[config.mk]
export PLATFORM = sky130hd
export DESIGN_NAME = adcsc_top
export DESIGN_NICKNAME = d
export VERILOG_FILES = /design/src/verilog/adcsc_pkg.sv /design/src/verilog/adcsc_clk_div.sv /design/src/verilog/adcsc_top.sv
export SDC_FILE = /design/constraint.sdc
export NUM_CORES = 1
export LEC_CHECK = 0
export ABC_AREA = 1
export BUFFER_PORTS_ARGS = -buffer_cell sky130_fd_sc_hd__buf_2
export CELL_PAD_IN_SITES_DETAIL_PLACEMENT = 1
export CELL_PAD_IN_SITES_GLOBAL_PLACEMENT = 2
export CORE_UTILIZATION = 29
export CTS_BUF_LIST = sky130_fd_sc_hd__clkbuf_4 sky130_fd_sc_hd__clkbuf_8
export CTS_CLUSTER_SIZE = 16
export DETAILED_ROUTE_END_ITERATION = 10
export GPL_TIMING_DRIVEN = 0
export HOLD_SLACK_MARGIN = 0.08
export PLACE_DENSITY_LB_ADDON = 0.1
export SYNTH_ARGS = -nofsm -noshare
export SYNTH_HDL_FRONTEND = slang
export SYNTH_SLANG_ARGS = --single-unit
[constraint.sdc]
create_clock -name i_sys_clk -period 2 [get_ports i_sys_clk]
set_input_delay 0.1 -clock i_sys_clk [delete_from_list [all_inputs] [get_ports i_sys_clk]]
set_output_delay 0.1 -clock i_sys_clk [all_outputs]
set_load 0.005 [all_outputs]
[src/verilog/adcsc_pkg.sv]
// shared constants and types of the converter sequencer control block
package adcsc_pkg;

  // register indices; byte address is four times the index
  localparam logic [7:0] IDX_MODE_CTRL    = 8'h10;
  localparam logic [7:0] IDX_CLK_FLAG_LOW = 8'h11;
  localparam logic [7:0] IDX_RESULT_HIGH  = 8'h12;
  localparam logic [7:0] IDX_REF_SELECT   = 8'h13;
  localparam logic [7:0] IDX_SAMPLE_RES   = 8'h14;
  localparam logic [7:0] IDX_IRQ_STATUS   = 8'h18;
  localparam logic [7:0] IDX_IRQ_MASK     = 8'h19;

  // conv_mode_ctrl fields
  localparam int MODE_ENABLE_BIT = 7;
  localparam int MODE_START_BIT  = 6;
  localparam int MODE_EOC_BIT    = 5;
  localparam int MODE_GATE_BIT   = 4;
  localparam int MODE_CHAN_LSB   = 0;
  localparam int CHAN_W          = 4;
  // conv_clock_flag_low_result fields
  localparam int CLK_FLAG_BIT    = 7;
  localparam int CLK_IRQ_EN_BIT  = 6;
  localparam int CLK_DIV_LSB     = 4;
  localparam int CLK_LOW_LSB     = 0;
  // conv_reference_select fields
  localparam int REF_EXT_BIT     = 7;
  localparam int REF_LEVEL_LSB   = 0;
  // conv_sample_resolution fields
  localparam int SR_PB_LSB       = 4;
  localparam int SR_SAMPLE_LSB   = 2;
  localparam int SR_RES_LSB      = 0;
  // own irq status and mask: bit 0 is conversion complete
  localparam int IRQ_DONE_BIT    = 0;

  // reset values
  localparam logic [7:0] RST_MODE_CTRL  = 8'h20;
  localparam logic [7:0] RST_CLK_FLAG   = 8'h00;
  localparam logic [7:0] RST_REF_SELECT = 8'h03;
  localparam logic [7:0] RST_SAMPLE_RES = 8'h0A;
  localparam logic       RST_IRQ_MASK   = 1'b1;

  // channel codes
  localparam logic [3:0] CHAN_LAST_CODE = 4'hC;

  // divider codes
  localparam logic [1:0] DIV_CODE_16 = 2'h0;
  localparam logic [1:0] DIV_CODE_8  = 2'h1;
  localparam logic [1:0] DIV_CODE_1  = 2'h2;
  localparam logic [1:0] DIV_CODE_2  = 2'h3;
  localparam int         DIV_CNT_W   = 4;

  // resolution and sampling figures
  localparam logic [3:0] BITS_8  = 4'h8;
  localparam logic [3:0] BITS_10 = 4'hA;
  localparam logic [3:0] BITS_12 = 4'hC;
  localparam int         RESULT_W = 12;
  localparam int         STEP_W   = 4;

  localparam int APB_AW = 12;
  localparam int APB_DW = 32;

  typedef enum logic [1:0] {REF_2V, REF_3V, REF_4V, REF_SUPPLY} adcsc_ref_level_type;

  // controls towards the analog core and pads
  typedef struct packed {
    logic                power;
    logic                connect;
    logic [CHAN_W-1:0]   channel;
    logic                ref_external;
    adcsc_ref_level_type ref_level;
    logic                sampling;
    logic                converting;
    logic                conv_clk;
    logic [1:0]          resolution;
    logic [3:0]          pb_analog_only;
  } adcsc_core_ctrl_type;

endpackage : adcsc_pkg

[src/verilog/adcsc_clk_div.sv]
// converter clock tick generator derived from the instruction clock
`timescale 1ns/1ps
`default_nettype none
module adcsc_clk_div
  import adcsc_pkg::*;
(
  input  wire logic       i_sys_clk,
  input  wire logic       i_rst_n,
  input  wire logic       i_run,
  input  wire logic [1:0] i_div_code,
  output logic            o_tick
);

  logic [DIV_CNT_W-1:0] cnt_ff;
  logic [DIV_CNT_W-1:0] last;

  // terminal count of the divider for each code
  function automatic logic [DIV_CNT_W-1:0] div_last(input logic [1:0] code);
    case (code)
      DIV_CODE_16: div_last = 4'hF;
      DIV_CODE_8:  div_last = 4'h7;
      DIV_CODE_1:  div_last = 4'h0;
      DIV_CODE_2:  div_last = 4'h1;
      default:     div_last = 4'hF;
    endcase
  endfunction : div_last

  assign last = div_last(i_div_code);

  always_ff @(posedge i_sys_clk)
  begin
    if (!i_rst_n || !i_run || cnt_ff >= last)
    begin
      cnt_ff <= '0;
    end
    else
    begin
      cnt_ff <= cnt_ff + 4'h1;
    end
  end

  always_ff @(posedge i_sys_clk)
  begin
    if (!i_rst_n)
    begin
      o_tick <= 1'b0;
    end
    else
    begin
      o_tick <= i_run && (cnt_ff >= last);
    end
  end

endmodule : adcsc_clk_div
`default_nettype wire

[src/verilog/adcsc_top.sv]
// converter sequencer control: registers, sequencer and core controls
//
// Chosen here: the APB interface to the registers.
`timescale 1ns/1ps
`default_nettype none
module adcsc_top
  import adcsc_pkg::*;
(
  input  wire logic                i_sys_clk,
  input  wire logic                i_rst_n,
  input  wire logic                i_psel,
  input  wire logic                i_penable,
  input  wire logic                i_pwrite,
  input  wire logic [APB_AW-1:0]   i_paddr,
  input  wire logic [APB_DW-1:0]   i_pwdata,
  output logic      [APB_DW-1:0]   o_prdata,
  output logic                     o_pready,
  output logic                     o_pslverr,
  input  wire logic [RESULT_W-1:0] i_core_result,
  output adcsc_core_ctrl_type      o_core,
  output logic                     o_irq
);

  typedef enum logic [1:0] {ST_IDLE, ST_SAMPLE, ST_CONVERT} adcsc_state_type;

  // software state
  logic                enable_ff;
  logic                eoc_ff;
  logic                gate_ff;
  logic [CHAN_W-1:0]   chan_ff;
  logic                flag_ff;
  logic                irq_en_ff;
  logic [1:0]          div_ff;
  logic [RESULT_W-1:0] result_ff;
  logic                ref_ext_ff;
  logic [1:0]          ref_level_ff;
  logic [3:0]          pb_analog_ff;
  logic [1:0]          sample_ff;
  logic [1:0]          res_ff;
  logic                mask_ff;
  // sequencer
  adcsc_state_type     state_ff;
  adcsc_state_type     nxt_state;
  logic [STEP_W-1:0]   step_ff;
  logic [STEP_W-1:0]   nxt_step;
  logic                conv_tick;
  logic                done;
  logic                nxt_flag;
  // bus decode
  logic                setup;
  logic                wr_access;
  logic [7:0]          wr_idx;
  logic [7:0]          wr_byte;
  logic                wr_mode;
  logic                wr_clk_flag;
  logic                wr_ref;
  logic                wr_sample_res;
  logic                wr_irq_status;
  logic                wr_irq_mask;
  logic                start_ok;
  logic [7:0]          rd_value;
  logic                rd_hit;

  // register index from a byte address; off-word addresses never match
  function automatic logic [7:0] addr_index(input logic [APB_AW-1:0] addr);
    addr_index = (addr[1:0] == 2'h0) ? addr[9:2] : 8'hFF;
  endfunction : addr_index

  // number of converter clocks of the sampling phase, less one
  function automatic logic [STEP_W-1:0] sample_last(input logic [1:0] code);
    sample_last = (4'h1 << code) - 4'h1;
  endfunction : sample_last

  // number of bit steps, less one
  function automatic logic [STEP_W-1:0] bits_last(input logic [1:0] code);
    case (code)
      2'h0:    bits_last = BITS_8 - 4'h1;
      2'h1:    bits_last = BITS_10 - 4'h1;
      default: bits_last = BITS_12 - 4'h1;
    endcase
  endfunction : bits_last

  assign setup         = i_psel && !i_penable;
  assign wr_access     = i_psel && i_penable && i_pwrite && o_pready;
  assign wr_idx        = addr_index(i_paddr);
  assign wr_byte       = i_pwdata[7:0];
  assign wr_mode       = wr_access && (wr_idx == IDX_MODE_CTRL);
  assign wr_clk_flag   = wr_access && (wr_idx == IDX_CLK_FLAG_LOW);
  assign wr_ref        = wr_access && (wr_idx == IDX_REF_SELECT);
  assign wr_sample_res = wr_access && (wr_idx == IDX_SAMPLE_RES);
  assign wr_irq_status = wr_access && (wr_idx == IDX_IRQ_STATUS);
  assign wr_irq_mask   = wr_access && (wr_idx == IDX_IRQ_MASK);

  // the enable and gate being written take part in the decision
  assign start_ok = wr_mode && wr_byte[MODE_START_BIT] && wr_byte[MODE_ENABLE_BIT]
                    && wr_byte[MODE_GATE_BIT] && (state_ff == ST_IDLE);

  // mode register
  always_ff @(posedge i_sys_clk)
  begin
    if (!i_rst_n)
    begin
      enable_ff <= RST_MODE_CTRL[MODE_ENABLE_BIT];
      gate_ff   <= RST_MODE_CTRL[MODE_GATE_BIT];
      chan_ff   <= RST_MODE_CTRL[MODE_CHAN_LSB +: CHAN_W];
    end
    else if (wr_mode)
    begin
      enable_ff <= wr_byte[MODE_ENABLE_BIT];
      gate_ff   <= wr_byte[MODE_GATE_BIT];
      chan_ff   <= wr_byte[MODE_CHAN_LSB +: CHAN_W];
    end
  end

  // end-of-conversion status
  always_ff @(posedge i_sys_clk)
  begin
    if (!i_rst_n)
    begin
      eoc_ff <= RST_MODE_CTRL[MODE_EOC_BIT];
    end
    else
    begin
      eoc_ff <= done || ((state_ff == ST_IDLE) ? !start_ok : eoc_ff);
    end
  end

  // clock select and interrupt enable
  always_ff @(posedge i_sys_clk)
  begin
    if (!i_rst_n)
    begin
      irq_en_ff <= RST_CLK_FLAG[CLK_IRQ_EN_BIT];
      div_ff    <= RST_CLK_FLAG[CLK_DIV_LSB +: 2];
    end
    else if (wr_clk_flag)
    begin
      irq_en_ff <= wr_byte[CLK_IRQ_EN_BIT];
      div_ff    <= wr_byte[CLK_DIV_LSB +: 2];
    end
  end

  // completion flag: set wins over either clear path
  assign nxt_flag = done || (flag_ff
                    && !(wr_clk_flag && !wr_byte[CLK_FLAG_BIT])
                    && !(wr_irq_status && wr_byte[IRQ_DONE_BIT]));

  // completion flag, mask and the level request
  always_ff @(posedge i_sys_clk)
  begin
    if (!i_rst_n)
    begin
      flag_ff <= RST_CLK_FLAG[CLK_FLAG_BIT];
      mask_ff <= RST_IRQ_MASK;
      o_irq   <= 1'b0;
    end
    else
    begin
      flag_ff <= nxt_flag;
      o_irq   <= nxt_flag && irq_en_ff && mask_ff;
      if (wr_irq_mask)
      begin
        mask_ff <= wr_byte[IRQ_DONE_BIT];
      end
    end
  end

  // reference, sampling, resolution and analog-only controls
  always_ff @(posedge i_sys_clk)
  begin
    if (!i_rst_n)
    begin
      ref_ext_ff   <= RST_REF_SELECT[REF_EXT_BIT];
      ref_level_ff <= RST_REF_SELECT[REF_LEVEL_LSB +: 2];
    end
    else if (wr_ref)
    begin
      ref_ext_ff   <= wr_byte[REF_EXT_BIT];
      ref_level_ff <= wr_byte[REF_LEVEL_LSB +: 2];
    end
  end

  always_ff @(posedge i_sys_clk)
  begin
    if (!i_rst_n)
    begin
      pb_analog_ff <= RST_SAMPLE_RES[SR_PB_LSB +: 4];
      sample_ff    <= RST_SAMPLE_RES[SR_SAMPLE_LSB +: 2];
      res_ff       <= RST_SAMPLE_RES[SR_RES_LSB +: 2];
    end
    else if (wr_sample_res)
    begin
      pb_analog_ff <= wr_byte[SR_PB_LSB +: 4];
      sample_ff    <= wr_byte[SR_SAMPLE_LSB +: 2];
      res_ff       <= wr_byte[SR_RES_LSB +: 2];
    end
  end

  adcsc_clk_div u_clk_div (
    .i_sys_clk  (i_sys_clk),
    .i_rst_n    (i_rst_n),
    .i_run      (state_ff != ST_IDLE),
    .i_div_code (div_ff),
    .o_tick     (conv_tick)
  );

  // sequencer: sample phase, then one step per result bit
  always_comb
  begin
    nxt_state = state_ff;
    nxt_step  = step_ff;
    done      = 1'b0;
    case (state_ff)
      ST_IDLE:
      begin
        nxt_state = start_ok ? ST_SAMPLE : ST_IDLE;
      end
      ST_SAMPLE:
      begin
        if (conv_tick && step_ff >= sample_last(sample_ff))
        begin
          nxt_state = ST_CONVERT;
          nxt_step  = '0;
        end
        else if (conv_tick)
        begin
          nxt_step = step_ff + 4'h1;
        end
      end
      ST_CONVERT:
      begin
        if (conv_tick && step_ff >= bits_last(res_ff))
        begin
          nxt_state = ST_IDLE;
          nxt_step  = '0;
          done      = 1'b1;
        end
        else if (conv_tick)
        begin
          nxt_step = step_ff + 4'h1;
        end
      end
      default:
      begin
        nxt_state = ST_IDLE;
        nxt_step  = '0;
      end
    endcase
    // a disable or closed gate aborts without a result
    if ((!enable_ff || !gate_ff) && (state_ff != ST_IDLE))
    begin
      nxt_state = ST_IDLE;
      nxt_step  = '0;
      done      = 1'b0;
    end
  end

  always_ff @(posedge i_sys_clk)
  begin
    if (!i_rst_n)
    begin
      state_ff <= ST_IDLE;
      step_ff  <= '0;
    end
    else
    begin
      state_ff <= nxt_state;
      step_ff  <= nxt_step;
    end
  end

  // result latched with status and flag
  always_ff @(posedge i_sys_clk)
  begin
    if (!i_rst_n)
    begin
      result_ff <= '0;
    end
    else if (done)
    begin
      result_ff <= i_core_result;
    end
  end

  // read mux
  always_comb
  begin
    rd_value = 8'h00;
    rd_hit   = 1'b1;
    case (addr_index(i_paddr))
      IDX_MODE_CTRL:    rd_value = {enable_ff, 1'b0, eoc_ff, gate_ff, chan_ff};
      IDX_CLK_FLAG_LOW: rd_value = {flag_ff, irq_en_ff, div_ff, result_ff[3:0]};
      IDX_RESULT_HIGH:  rd_value = result_ff[11:4];
      IDX_REF_SELECT:   rd_value = {ref_ext_ff, 5'h00, ref_level_ff};
      IDX_SAMPLE_RES:   rd_value = {pb_analog_ff, sample_ff, res_ff};
      IDX_IRQ_STATUS:   rd_value = {7'h00, flag_ff};
      IDX_IRQ_MASK:     rd_value = {7'h00, mask_ff};
      default:          rd_hit   = 1'b0;
    endcase
  end

  // apb answer is prepared in the setup cycle, so access needs no wait
  always_ff @(posedge i_sys_clk)
  begin
    if (!i_rst_n)
    begin
      o_prdata  <= '0;
      o_pready  <= 1'b0;
      o_pslverr <= 1'b0;
    end
    else
    begin
      o_pready <= 1'b1;
      if (setup)
      begin
        o_prdata  <= i_pwrite ? '0 : {24'h000000, rd_value};
        o_pslverr <= !rd_hit;
      end
    end
  end

  // core and pad controls, all registered
  always_ff @(posedge i_sys_clk)
  begin
    if (!i_rst_n)
    begin
      o_core <= '0;
    end
    else
    begin
      o_core.power          <= enable_ff;
      o_core.connect        <= enable_ff && gate_ff && (chan_ff <= CHAN_LAST_CODE);
      o_core.channel        <= chan_ff;
      o_core.ref_external   <= ref_ext_ff;
      o_core.ref_level      <= adcsc_ref_level_type'(ref_level_ff);
      // busy shown only once power and gate are up, never ahead of them
      o_core.sampling       <= (nxt_state == ST_SAMPLE) && enable_ff && gate_ff;
      o_core.converting     <= (nxt_state == ST_CONVERT) && enable_ff && gate_ff;
      o_core.conv_clk       <= conv_tick;
      o_core.resolution     <= res_ff;
      o_core.pb_analog_only <= pb_analog_ff;
    end
  end

endmodule : adcsc_top
`default_nettype wire

==> metrics.txt, run 1 <==
status=complete, no violations; Power Density=578 mW/mm²; CP Max Fanout=10; post-synthesis cell type count=35; clock share of power=39.4%; Final setup viols=0; layout cell share with drive strength beyond 1=22.6%; RSZ-0062 raised after global routing=false; Seq/Total Area, Yosys=38.9%; Worst path most repeated cell=nand2_1; first-pass GRT wire length=18.6 mm; number of diodes=0; Arrival @ worst endpoint=2.14 ns; max_cap viols=0; vias in the first global route=3710; post-synthesis instance total=533; YS warnings=0; Worst-Skew Late Latency=0.37 ns; total die area=0.0138 mm²; final core occ=38.5%; DRT Wirelength=11.3 mm; Setup crit start=res_ff[0]$_SDFFE_PN0P_; All-Layer GR Usage=17.3%; wire length per cell=13.6 µm; measured slew at the worst slew-check pin=0.614 ns; DP HPWL=9.01 mm; Comb power frac=7.8%; Worst Hold Class=input port to flip-flop; area share of the largest cell type after synthesis=38.9%; clk sinks=75; DRT iter0 DRCs=118; die width=117 µm; crit path to=result_ff[7]$_SDFFE_PN0P_; Worst R2R Setup Slack=0.16 ns; syn avg cell area=7.23 µm²; I/O Pins=114; cell chain of the critical path=nor2_1, inv_1, ha_1, nand2_1, o21bai_1, nand2_2, nand4_4, inv_2, buf_4, nand2_1, a21oi_1; final antenna-violating net count=0; Initial Util=30.2%; H-tree levels=3; final hold violation count=0; Flop pwr share=52.8%; DRC=0; NumNets Final=732; Hold Crit Start=i_penable; Yosys top cell by area=dfxtp_1; GR Overflow Total=0; minimum clock period=1.84 ns; worst reg2reg path startpoint=res_ff[0]$_SDFFE_PN0P_; Core Area=0.0128 mm²; area delta synth->final=27.4%; Critical R2R Capture=result_ff[7]$_SDFFE_PN0P_; vias per std cell=4.35; Max Slew Vio Count=0; length of the first detailed-routing pass in iterations=4; Worst setup EP type=flip-flop; die height=117 µm; fmax=543 MHz; Sw Pwr=0.739 mW; number of synthesized register bits=75; fin cells=831; PortBufs=63; peak supply drop=0.000218 V; # rows=41; sw frac=26.1%; most frequent cells in the layout=127 x nand2_1, 74 x dfxtp_1, 72 x inv_1; Clock Skews=0.00942 ns; Cell Area, Synth=0.00386 mm²; Rel. slew slack=59.1%; Synth area leaders=dfxtp_1 39%, nand2_1 13%, inv_1 7.1%; Placed Cells=791; commonest non-fill, non-tap cell in the layout=nand2_1; largest net degree at the start of global routing=14; leak pwr=2.44 nW; Clk pin slew, worst setup/hold paths=0.08 ns; type of origin of the critical path=flip-flop; worst endpoint required time=2.30 ns; vias=3619; CP Class=flip-flop to flip-flop; Max stage delay on crit path=0.34 ns; TritonCTS clock tree=built; Clock Tree Root=clkbuf_8; initial antenna violation count=0; crit share post-route=92.0%; R2R depth=11; Slowest-stage cell, CP=dfxtp_2; internal power=2.10 mW; Filler cells=1637; Routability Congestion=0.754; clk buf depth=2; total CTS buffers=9
[sequential cells by signal, summed over array words and instances, names as in the netlist, 2 cells and up]
name              flops
pb_analog_ff          4
step_ff               4
state_ff              2
o_prdata              8
res_ff                2
ref_level_ff          2
result_ff            12
o_core               18
div_ff                2
sample_ff             2
u_clk_div.cnt_ff      4
chan_ff               4
[final cells by class]
cell class / instances / area, µm² / area share [%]
clock inverters: 5 / 38.8 / 0.790
plain buffers: 37 / 246 / 5.02
flip-flops and latches: 75 / 1500 / 30.6
multi-input cells: 365 / 1910 / 38.9
inverters: 78 / 300 / 6.11
clock buffers: 11 / 145 / 2.95
well taps: 172 / 215 / 4.38
repair buffers: 88 / 553 / 11.3
[critical path, delay by kind of cell (launching register included)]
kind                       cells  cell delay, ns
buffers and inverters          3            0.35
AOI/OAI and AO/OA              2            0.29
adders and majority gates      1            0.27
DFF                            1            0.34
and+or+nand+nor                5            0.52
[how the worst min path moves through the flow]
stage | end | depth (start not counted)
floorplan | o_pready$_DFF_P_ | 0
global placement | o_pready$_DFF_P_ | 1
detailed placement | o_pready$_DFF_P_ | 1
CTS | o_pslverr$_SDFFE_PN0P_ | 4
global route | mask_ff$_SDFFE_PN1P_ | 3
finish | o_pslverr$_SDFFE_PN0P_ | 4
[power by group through the flow]
stage / Clock, mW / Combinational (mW) / Sequential [mW]
after floorplan: 0 / 0.110 / 1.54
after global placement: 0 / 0.188 / 1.53
after detailed placement: 0 / 0.191 / 1.53
after CTS: 1.16 / 0.221 / 1.50
after global routing: 1.22 / 0.245 / 1.50
final: 1.12 / 0.221 / 1.50
[logic make-up (layout without fill, tap and decap cells)]
family | count (synthesis) | after routing | share of synthesized area, %
buf+inv | 116 | 219 | 14.2
fa+ha+maj | 17 | 17 | 5.52
flops | 75 | 75 | 38.9
other cells | 2 | 25 | 0.195
simple gates | 249 | 249 | 31.1
xor+xnor | 2 | 2 | 0.454
compound gates | 72 | 72 | 9.64
[Yosys cell counts]
| cell | number |
|---|---|
| inv_2 | 2 |
| o21ai_0 | 20 |
| nand3_2 | 2 |
| inv_1 | 73 |
| nor2_8 | 2 |
| clkinv_4 | 1 |
| a311oi_1 | 1 |
| xnor2_1 | 1 |
| nand3_4 | 4 |
| clkinv_1 | 1 |
| conb_1 | 2 |
| a21oi_1 | 45 |
| dfxtp_1 | 75 |
| o21ai_1 | 3 |
| ha_1 | 17 |
| o211ai_1 | 2 |
| nand2_1 | 129 |
| nor2_1 | 37 |
| buf_6 | 1 |
| nor3_1 | 1 |
| clkbuf_1 | 10 |
| inv_4 | 1 |
| nor2_2 | 8 |
| nor2_4 | 3 |
| nand3_1 | 40 |
| nand2_4 | 1 |
| nand2_2 | 3 |
| nand4_2 | 1 |
| or2_2 | 3 |
| o21bai_1 | 1 |
| xor2_1 | 1 |
| buf_4 | 25 |
| buf_2 | 2 |
| nand3b_1 | 1 |
| nand4_1 | 14 |
[per-layer routing]
metal  vias to the layer above  share of wire (%)  routed length [µm]  track usage, %
met2                        54                 50                5610            30.8
met4                         0                2.1                 233            6.90
li1                       1886                  -                   -               -
met5                         -                  0                   0               0
met1                      1666                 46                5180            20.4
met3                        13                2.5                 286            3.21
[repair_timing]
| item | 4_1_cts | 5_1_grt |
|---|---|---|
| hold buffers | 20 | 0 |
| setup buffers | 0 | 5 |
| cloned | 0 | 0 |
| setup endpoints to repair | 12 | 13 |
| resized for setup | 3 | 6 |
| endpoints found under the hold margin | 32 | 0 |
[per-stage QoR]
stage | power, mW | hold slack, ns | setup TNS (ns) | instance area (µm²) | worst slack [ns]
floorplan | 1.65 | 0.128 | 0 | 3940 | 0.351
global placement | 1.72 | 0.340 | -1.67 | 4470 | -0.161
detailed placement | 1.73 | 0.347 | -1.76 | 4470 | -0.178
CTS | 2.88 | 0.0808 | 0 | 4870 | 0.0249
global route | 2.96 | 0.132 | 0 | 4910 | 0.0213
finish | 2.84 | 0.102 | 0 | 4910 | 0.160
(Power assumes the default switching activity.)
==> inputs of run 2 (changes only) <==
--- a/config.mk
+++ b/config.mk
@@ -5,11 +5,11 @@
 export SDC_FILE = /design/constraint.sdc
 export NUM_CORES = 1
 export LEC_CHECK = 0
-export ABC_AREA = 1
+export ABC_AREA = 0
 export BUFFER_PORTS_ARGS = -buffer_cell sky130_fd_sc_hd__buf_2
 export CELL_PAD_IN_SITES_DETAIL_PLACEMENT = 1
 export CELL_PAD_IN_SITES_GLOBAL_PLACEMENT = 2
-export CORE_UTILIZATION = 29
+export CORE_UTILIZATION = 31
 export CTS_BUF_LIST = sky130_fd_sc_hd__clkbuf_4 sky130_fd_sc_hd__clkbuf_8
 export CTS_CLUSTER_SIZE = 16
 export DETAILED_ROUTE_END_ITERATION = 10
==> metrics.txt, run 2 <==
setup TNS=0 ns; die width=111 µm; Worst path most repeated cell=a21oi_2; Clk pin slew, worst setup/hold paths=0.09 ns; Power Density=628 mW/mm²; DRT iter0 DRCs=100; Async S/R FF share, synth=0%; layout cell share with drive strength beyond 1=27.0%; Synth top cells by count=75 x dfxtp_1, 51 x nor2_1, 36 x mux2i_1; Core Area=0.0115 mm²; total CTS buffers=9; number of diodes=0; Seq/Total Area, Yosys=41.1%; hold path cells=3; vias=3248; final core occ=41.8%; measured slew at the worst slew-check pin=0.800 ns; # rows=39; post-route worst setup slack=0.0183 ns; Placed Cells=629; Slowest-stage cell, CP=a2111oi_1; Main synth FF type=dfxtp_1; cell chain of the critical path=nor2_4, ha_1, a21oi_2, o21ai_4, a2111oi_1, a21oi_2, nor3b_2; final hold violation count=0; fin cells=669; Routability Congestion=0.785; Post-synth EDFFs=0; minimum clock period=1.98 ns; status=complete, no violations; Largest regs=o_core: 18 flops, result_ff: 12 flops, o_prdata: 8 flops; die height=111 µm; I/O Pins=114; Clock Skews=0.0105 ns; CP Class=flip-flop to flip-flop; Worst setup EP type=flip-flop; crit share post-route=99.1%; R2R depth=7; worst reg2reg path startpoint=res_ff[1]$_SDFFE_PN1P_; initial antenna violation count=0; final antenna-violating net count=0; Yosys top cell by area=dfxtp_1; PortBufs=61; vias per std cell=4.86; delay-heaviest family, CP=compound AO/OA/AOI/OAI gates; Max stage delay on crit path=0.51 ns; leak pwr=2.24 nW; Filler cells=1390; GR Overflow Total=0; syn avg cell area=9.09 µm²; commonest non-fill, non-tap cell in the layout=dfxtp_1; area post-placement=0.00423 mm²; crit path buf inv count=0; worst endpoint required time=2.27 ns; H-tree levels=3; Hold Crit Start=i_pwdata[7]; vias in the first global route=3261; length of the first detailed-routing pass in iterations=4; clk sinks=75; total die area=0.0122 mm²; first-pass GRT wire length=17.9 mm; Arrival @ worst endpoint=2.25 ns; TritonCTS clock tree=built; post-synthesis cell type count=54; YS warnings=0; Final Cell Area=0.00479 mm²; post-synthesis instance total=402; Worst Hold Class=input port to flip-flop; wire length per cell=16.9 µm; area share of the largest cell type after synthesis=41.1%; largest net degree at the start of global routing=16; Rel. slew slack=46.6%; DP HPWL=8.18 mm; peak supply drop=0.000464 V; most frequent cell after synthesis=dfxtp_1; NumNets Final=599; clk buf depth=2; Initial Util=31.9%; Critical R2R Capture=o_core[8]$_SDFF_PN0_; Final Total Pwr=3.00 mW; number of synthesized register bits=75; Hold Path End=pb_analog_ff[3]$_SDFFE_PN0P_; dpl ws=-0.460 ns; Cell Area, Synth=0.00365 mm²; Worst R2R Setup Slack=0.02 ns; fmax=505 MHz; type of origin of the critical path=flip-flop; Max Slew Vio Count=0; max reg flops=18; Synth area leaders=dfxtp_1 41%, mux2i_1 9.9%, ha_1 5.8%; All-Layer GR Usage=19.4%; CP Max Fanout=5; max_cap viols=0; DRC=0; Final setup viols=0; most frequent cells in the layout=70 x dfxtp_1, 65 x buf_2, 50 x nor2_1; DRT Wirelength=11.3 mm; Clock Tree Root=clkbuf_8; Final Hold Slack=0.109 ns; area delta synth->final=31.0%; Largest Register=o_core; RSZ-0062 raised after global routing=true; Worst-Skew Late Latency=0.39 ns
## run 2: cell types whose count changed in the layout (fill, tap and decap cells not counted), sizes merged, moves of 8 or more
cell,delta
nand2,-105
mux2i,+36
a21oi,-32
nand4,-8
inv,-62
and2,+16
o21ai,-11
nand3,-31
## run 2: power by group
part           leakage, nW  internal [mW]  switching [mW]
clock                0.105          0.598           0.678
sequential           0.607           1.49         0.00179
combinational         1.52          0.108           0.123
total                 2.24           2.20           0.803
## run 2: how the worst max path moves through the flow
stage | slack [ns] | to | cells after the start | startpoint
detailed placement | -0.46 | result_ff[8]$_SDFFE_PN0P_ | 9 | res_ff[0]$_SDFFE_PN0P_
global route | -0.1 | result_ff[8]$_SDFFE_PN0P_ | 9 | res_ff[1]$_SDFFE_PN1P_
CTS | 0.01 | result_ff[8]$_SDFFE_PN0P_ | 8 | res_ff[0]$_SDFFE_PN0P_
finish | 0.02 | o_core[8]$_SDFF_PN0_ | 7 | res_ff[1]$_SDFFE_PN1P_
global placement | -0.47 | result_ff[11]$_SDFFE_PN0P_ | 9 | res_ff[0]$_SDFFE_PN0P_
floorplan | 0.06 | result_ff[3]$_SDFFE_PN0P_ | 9 | res_ff[0]$_SDFFE_PN0P_
## run 2: per-layer routing
| layer | GRT usage [%] | wire, µm | vias up |
|---|---|---|---|
| li1 | - | - | 1594 |
| met2 | 30.4 | 5240 | 80 |
| met5 | 0 | 0 | - |
| met3 | 4.39 | 421 | 15 |
| met4 | 6.40 | 157 | 0 |
| met1 | 26.2 | 5510 | 1559 |
## run 2: kinds of logic (layout without fill, tap and decap cells)
logic type               after synthesis  count (layout)  share of synthesized area [%]
multiplexers                          38              38                           11.1
AND/OR/NAND/NOR                      156             156                           22.3
buffers and inverters                 54             155                           8.18
other                                  2              25                          0.205
AO/OA/AOI/OAI                         57              57                           10.6
XOR/XNOR                               3               3                          0.719
adder cells (fa/ha/maj)               17              17                           5.82
flip-flops                            75              75                           41.1
## run 2: worst reg2reg max path, cell delays in order, from the launching register on
cell	delay [ns]
dfxtp_4	0.39
nor2_4	0.13
ha_1	0.29
a21oi_2	0.20
o21ai_4	0.09
a2111oi_1	0.51
a21oi_2	0.09
nor3b_2	0.18
## run 2: final cells by class
type | count | area [µm²] | area share (%)
Clock inverter | 7 | 82.6 | 1.72
Multi-Input combinational cell | 296 | 2040 | 42.7
Tap cell | 143 | 179 | 3.74
Clock buffer | 9 | 124 | 2.59
Buffer | 43 | 265 | 5.54
Sequential cell | 75 | 1510 | 31.6
Inverter | 11 | 41.3 | 0.862
Timing Repair Buffer | 85 | 539 | 11.3
## run 2: timing repair
item | in CTS | in global routing
hold endpoints to repair | 31 | 0
gates cloned | 1 | 0
buffers inserted | 3 | 0
endpoints found under the setup margin | 20 | 19
gates resized for setup | 20 | 16
pin swaps | 7 | 6
hold buffers | 20 | 0
==> inputs of run 3 (changes only) <==
==> constraint.sdc (replaced) <==
create_clock -name i_sys_clk -period 2.25 [get_ports i_sys_clk]
set_input_delay 0.1125 -clock i_sys_clk [delete_from_list [all_inputs] [get_ports i_sys_clk]]
set_output_delay 0.1125 -clock i_sys_clk [all_outputs]
set_load 0.005 [all_outputs]
==> metrics.txt, run 3 (synthesized netlist as in run 2, its figures left out) <==
status=complete, no violations; layout cell share with drive strength beyond 1=22.9%; CP Max Fanout=5; die height=111 µm; TritonCTS clock tree=built; commonest non-fill, non-tap cell in the layout=dfxtp_1; first-pass GRT wire length=17.8 mm; area delta synth->final=27.3%; wire length per cell=16.4 µm; dpl ws=-0.435 ns; vias in the first global route=3302; initial antenna violation count=0; Largest regs=o_core: 18 flops, result_ff: 12 flops, o_prdata: 8 flops; Worst setup EP type=flip-flop; worst endpoint required time=2.54 ns; minimum clock period=2.13 ns; DRT iter0 DRCs=132; max_cap viols=0; post-route worst setup slack=0.121 ns; leak pwr=2.20 nW; fmax=470 MHz; crit share post-route=94.6%; clk buf depth=2; Initial Util=31.9%; Final setup viols=0; Placed Cells=629; measured slew at the worst slew-check pin=0.851 ns; max reg flops=18; Largest Register=o_core; DRT Wirelength=10.9 mm; type of origin of the critical path=flip-flop; Power Density=561 mW/mm²; DP HPWL=8.02 mm; I/O Pins=114; crit path buf inv count=0; delay-heaviest family, CP=compound AO/OA/AOI/OAI gates; Worst-Skew Late Latency=0.37 ns; Rel. slew slack=43.3%; final antenna-violating net count=0; Slowest-stage cell, CP=dfxtp_1; CP Class=flip-flop to flip-flop; die width=111 µm; most frequent cells in the layout=75 x dfxtp_1, 65 x buf_2, 51 x nor2_1; GR Overflow Total=0; Max Slew Vio Count=0; Clock Tree Root=clkbuf_8; # rows=39; length of the first detailed-routing pass in iterations=4; All-Layer GR Usage=19.0%; Core Area=0.0115 mm²; final hold violation count=0; fin cells=666; Final Cell Area=0.00465 mm²; Max stage delay on crit path=0.37 ns; Arrival @ worst endpoint=2.42 ns; final core occ=40.6%; total die area=0.0122 mm²; Clk pin slew, worst setup/hold paths=0.09 ns; vias=3244; cell chain of the critical path=or2_2, ha_1, nand2b_1, a211o_1, a211oi_1, a311oi_1, nor3b_1; DRC=0; Clock Skews=0.0108 ns; H-tree levels=3; clk sinks=75; Routability Congestion=0.824; Final Total Pwr=2.61 mW; PortBufs=61; NumNets Final=596; vias per std cell=4.87; area post-placement=0.00423 mm²; largest net degree at the start of global routing=14; total CTS buffers=9; peak supply drop=0.000258 V; Worst Hold Class=input port to flip-flop; number of diodes=0
[run 3: worst min-delay path: stages]
cell	delay (ns)
buf_2	0.19
mux2i_1	0.10
nor2_1	0.08
[run 3: through the flow]
step / hold WS (ns) / TNS (ns)
6_report: 0.146 / 0
5_1_grt: 0.127 / -0.0260
4_1_cts: 0.120 / 0
3_5_place_dp: 0.234 / -4.02
3_3_place_gp: 0.230 / -4.24
2_1_floorplan: 0.140 / 0
[run 3: metal layers]
| metal | vias up | wire [µm] | global-route usage (%) |
|---|---|---|---|
| met2 | 83 | 4820 | 30.1 |
| met5 | - | 0 | 0 |
| met3 | 15 | 395 | 3.29 |
| li1 | 1587 | - | - |
| met4 | 0 | 187 | 7.56 |
| met1 | 1559 | 5540 | 25.5 |
[run 3: worst paths after layout]
kind | start | depth (start not counted) | slack, ns | endpoint
min reg2reg | o_prdata[6]$_SDFFE_PN0P_ | 2 | 0.47 | o_prdata[6]$_SDFFE_PN0P_
max reg2reg | sample_ff[1]$_SDFFE_PN1P_ | 7 | 0.12 | o_core[8]$_SDFF_PN0_
max | sample_ff[1]$_SDFFE_PN1P_ | 7 | 0.12 | o_core[8]$_SDFF_PN0_
min | i_pwdata[7] | 3 | 0.15 | pb_analog_ff[3]$_SDFFE_PN0P_
[run 3: report_power, final]
part	internal [mW]	leakage, nW	switching, mW
registers	1.33	0.606	0.00147
logic	0.0964	1.50	0.109
clock network	0.527	0.100	0.548
total	1.95	2.20	0.658
[run 3: what timing repair did]
item                                   in CTS  in global routing
resized for setup                           2                  7
setup endpoints to repair                  10                 22
hold buffers                               20                  0
setup buffers                               1                  0
endpoints found under the hold margin      31                  0
pin swaps                                   0                  3
[run 3: layout make-up]
cell class                      instances  area, µm²
Sequential cell                        75       1500
Clock buffer                           10        131
Timing Repair Buffer                   82        513
Multi-Input combinational cell        296       1960
Buffer                                 43        265
Inverter                               11       41.3
Clock inverter                          6       65.1
Fill cell                            1388       6810
Tap cell                              143        179
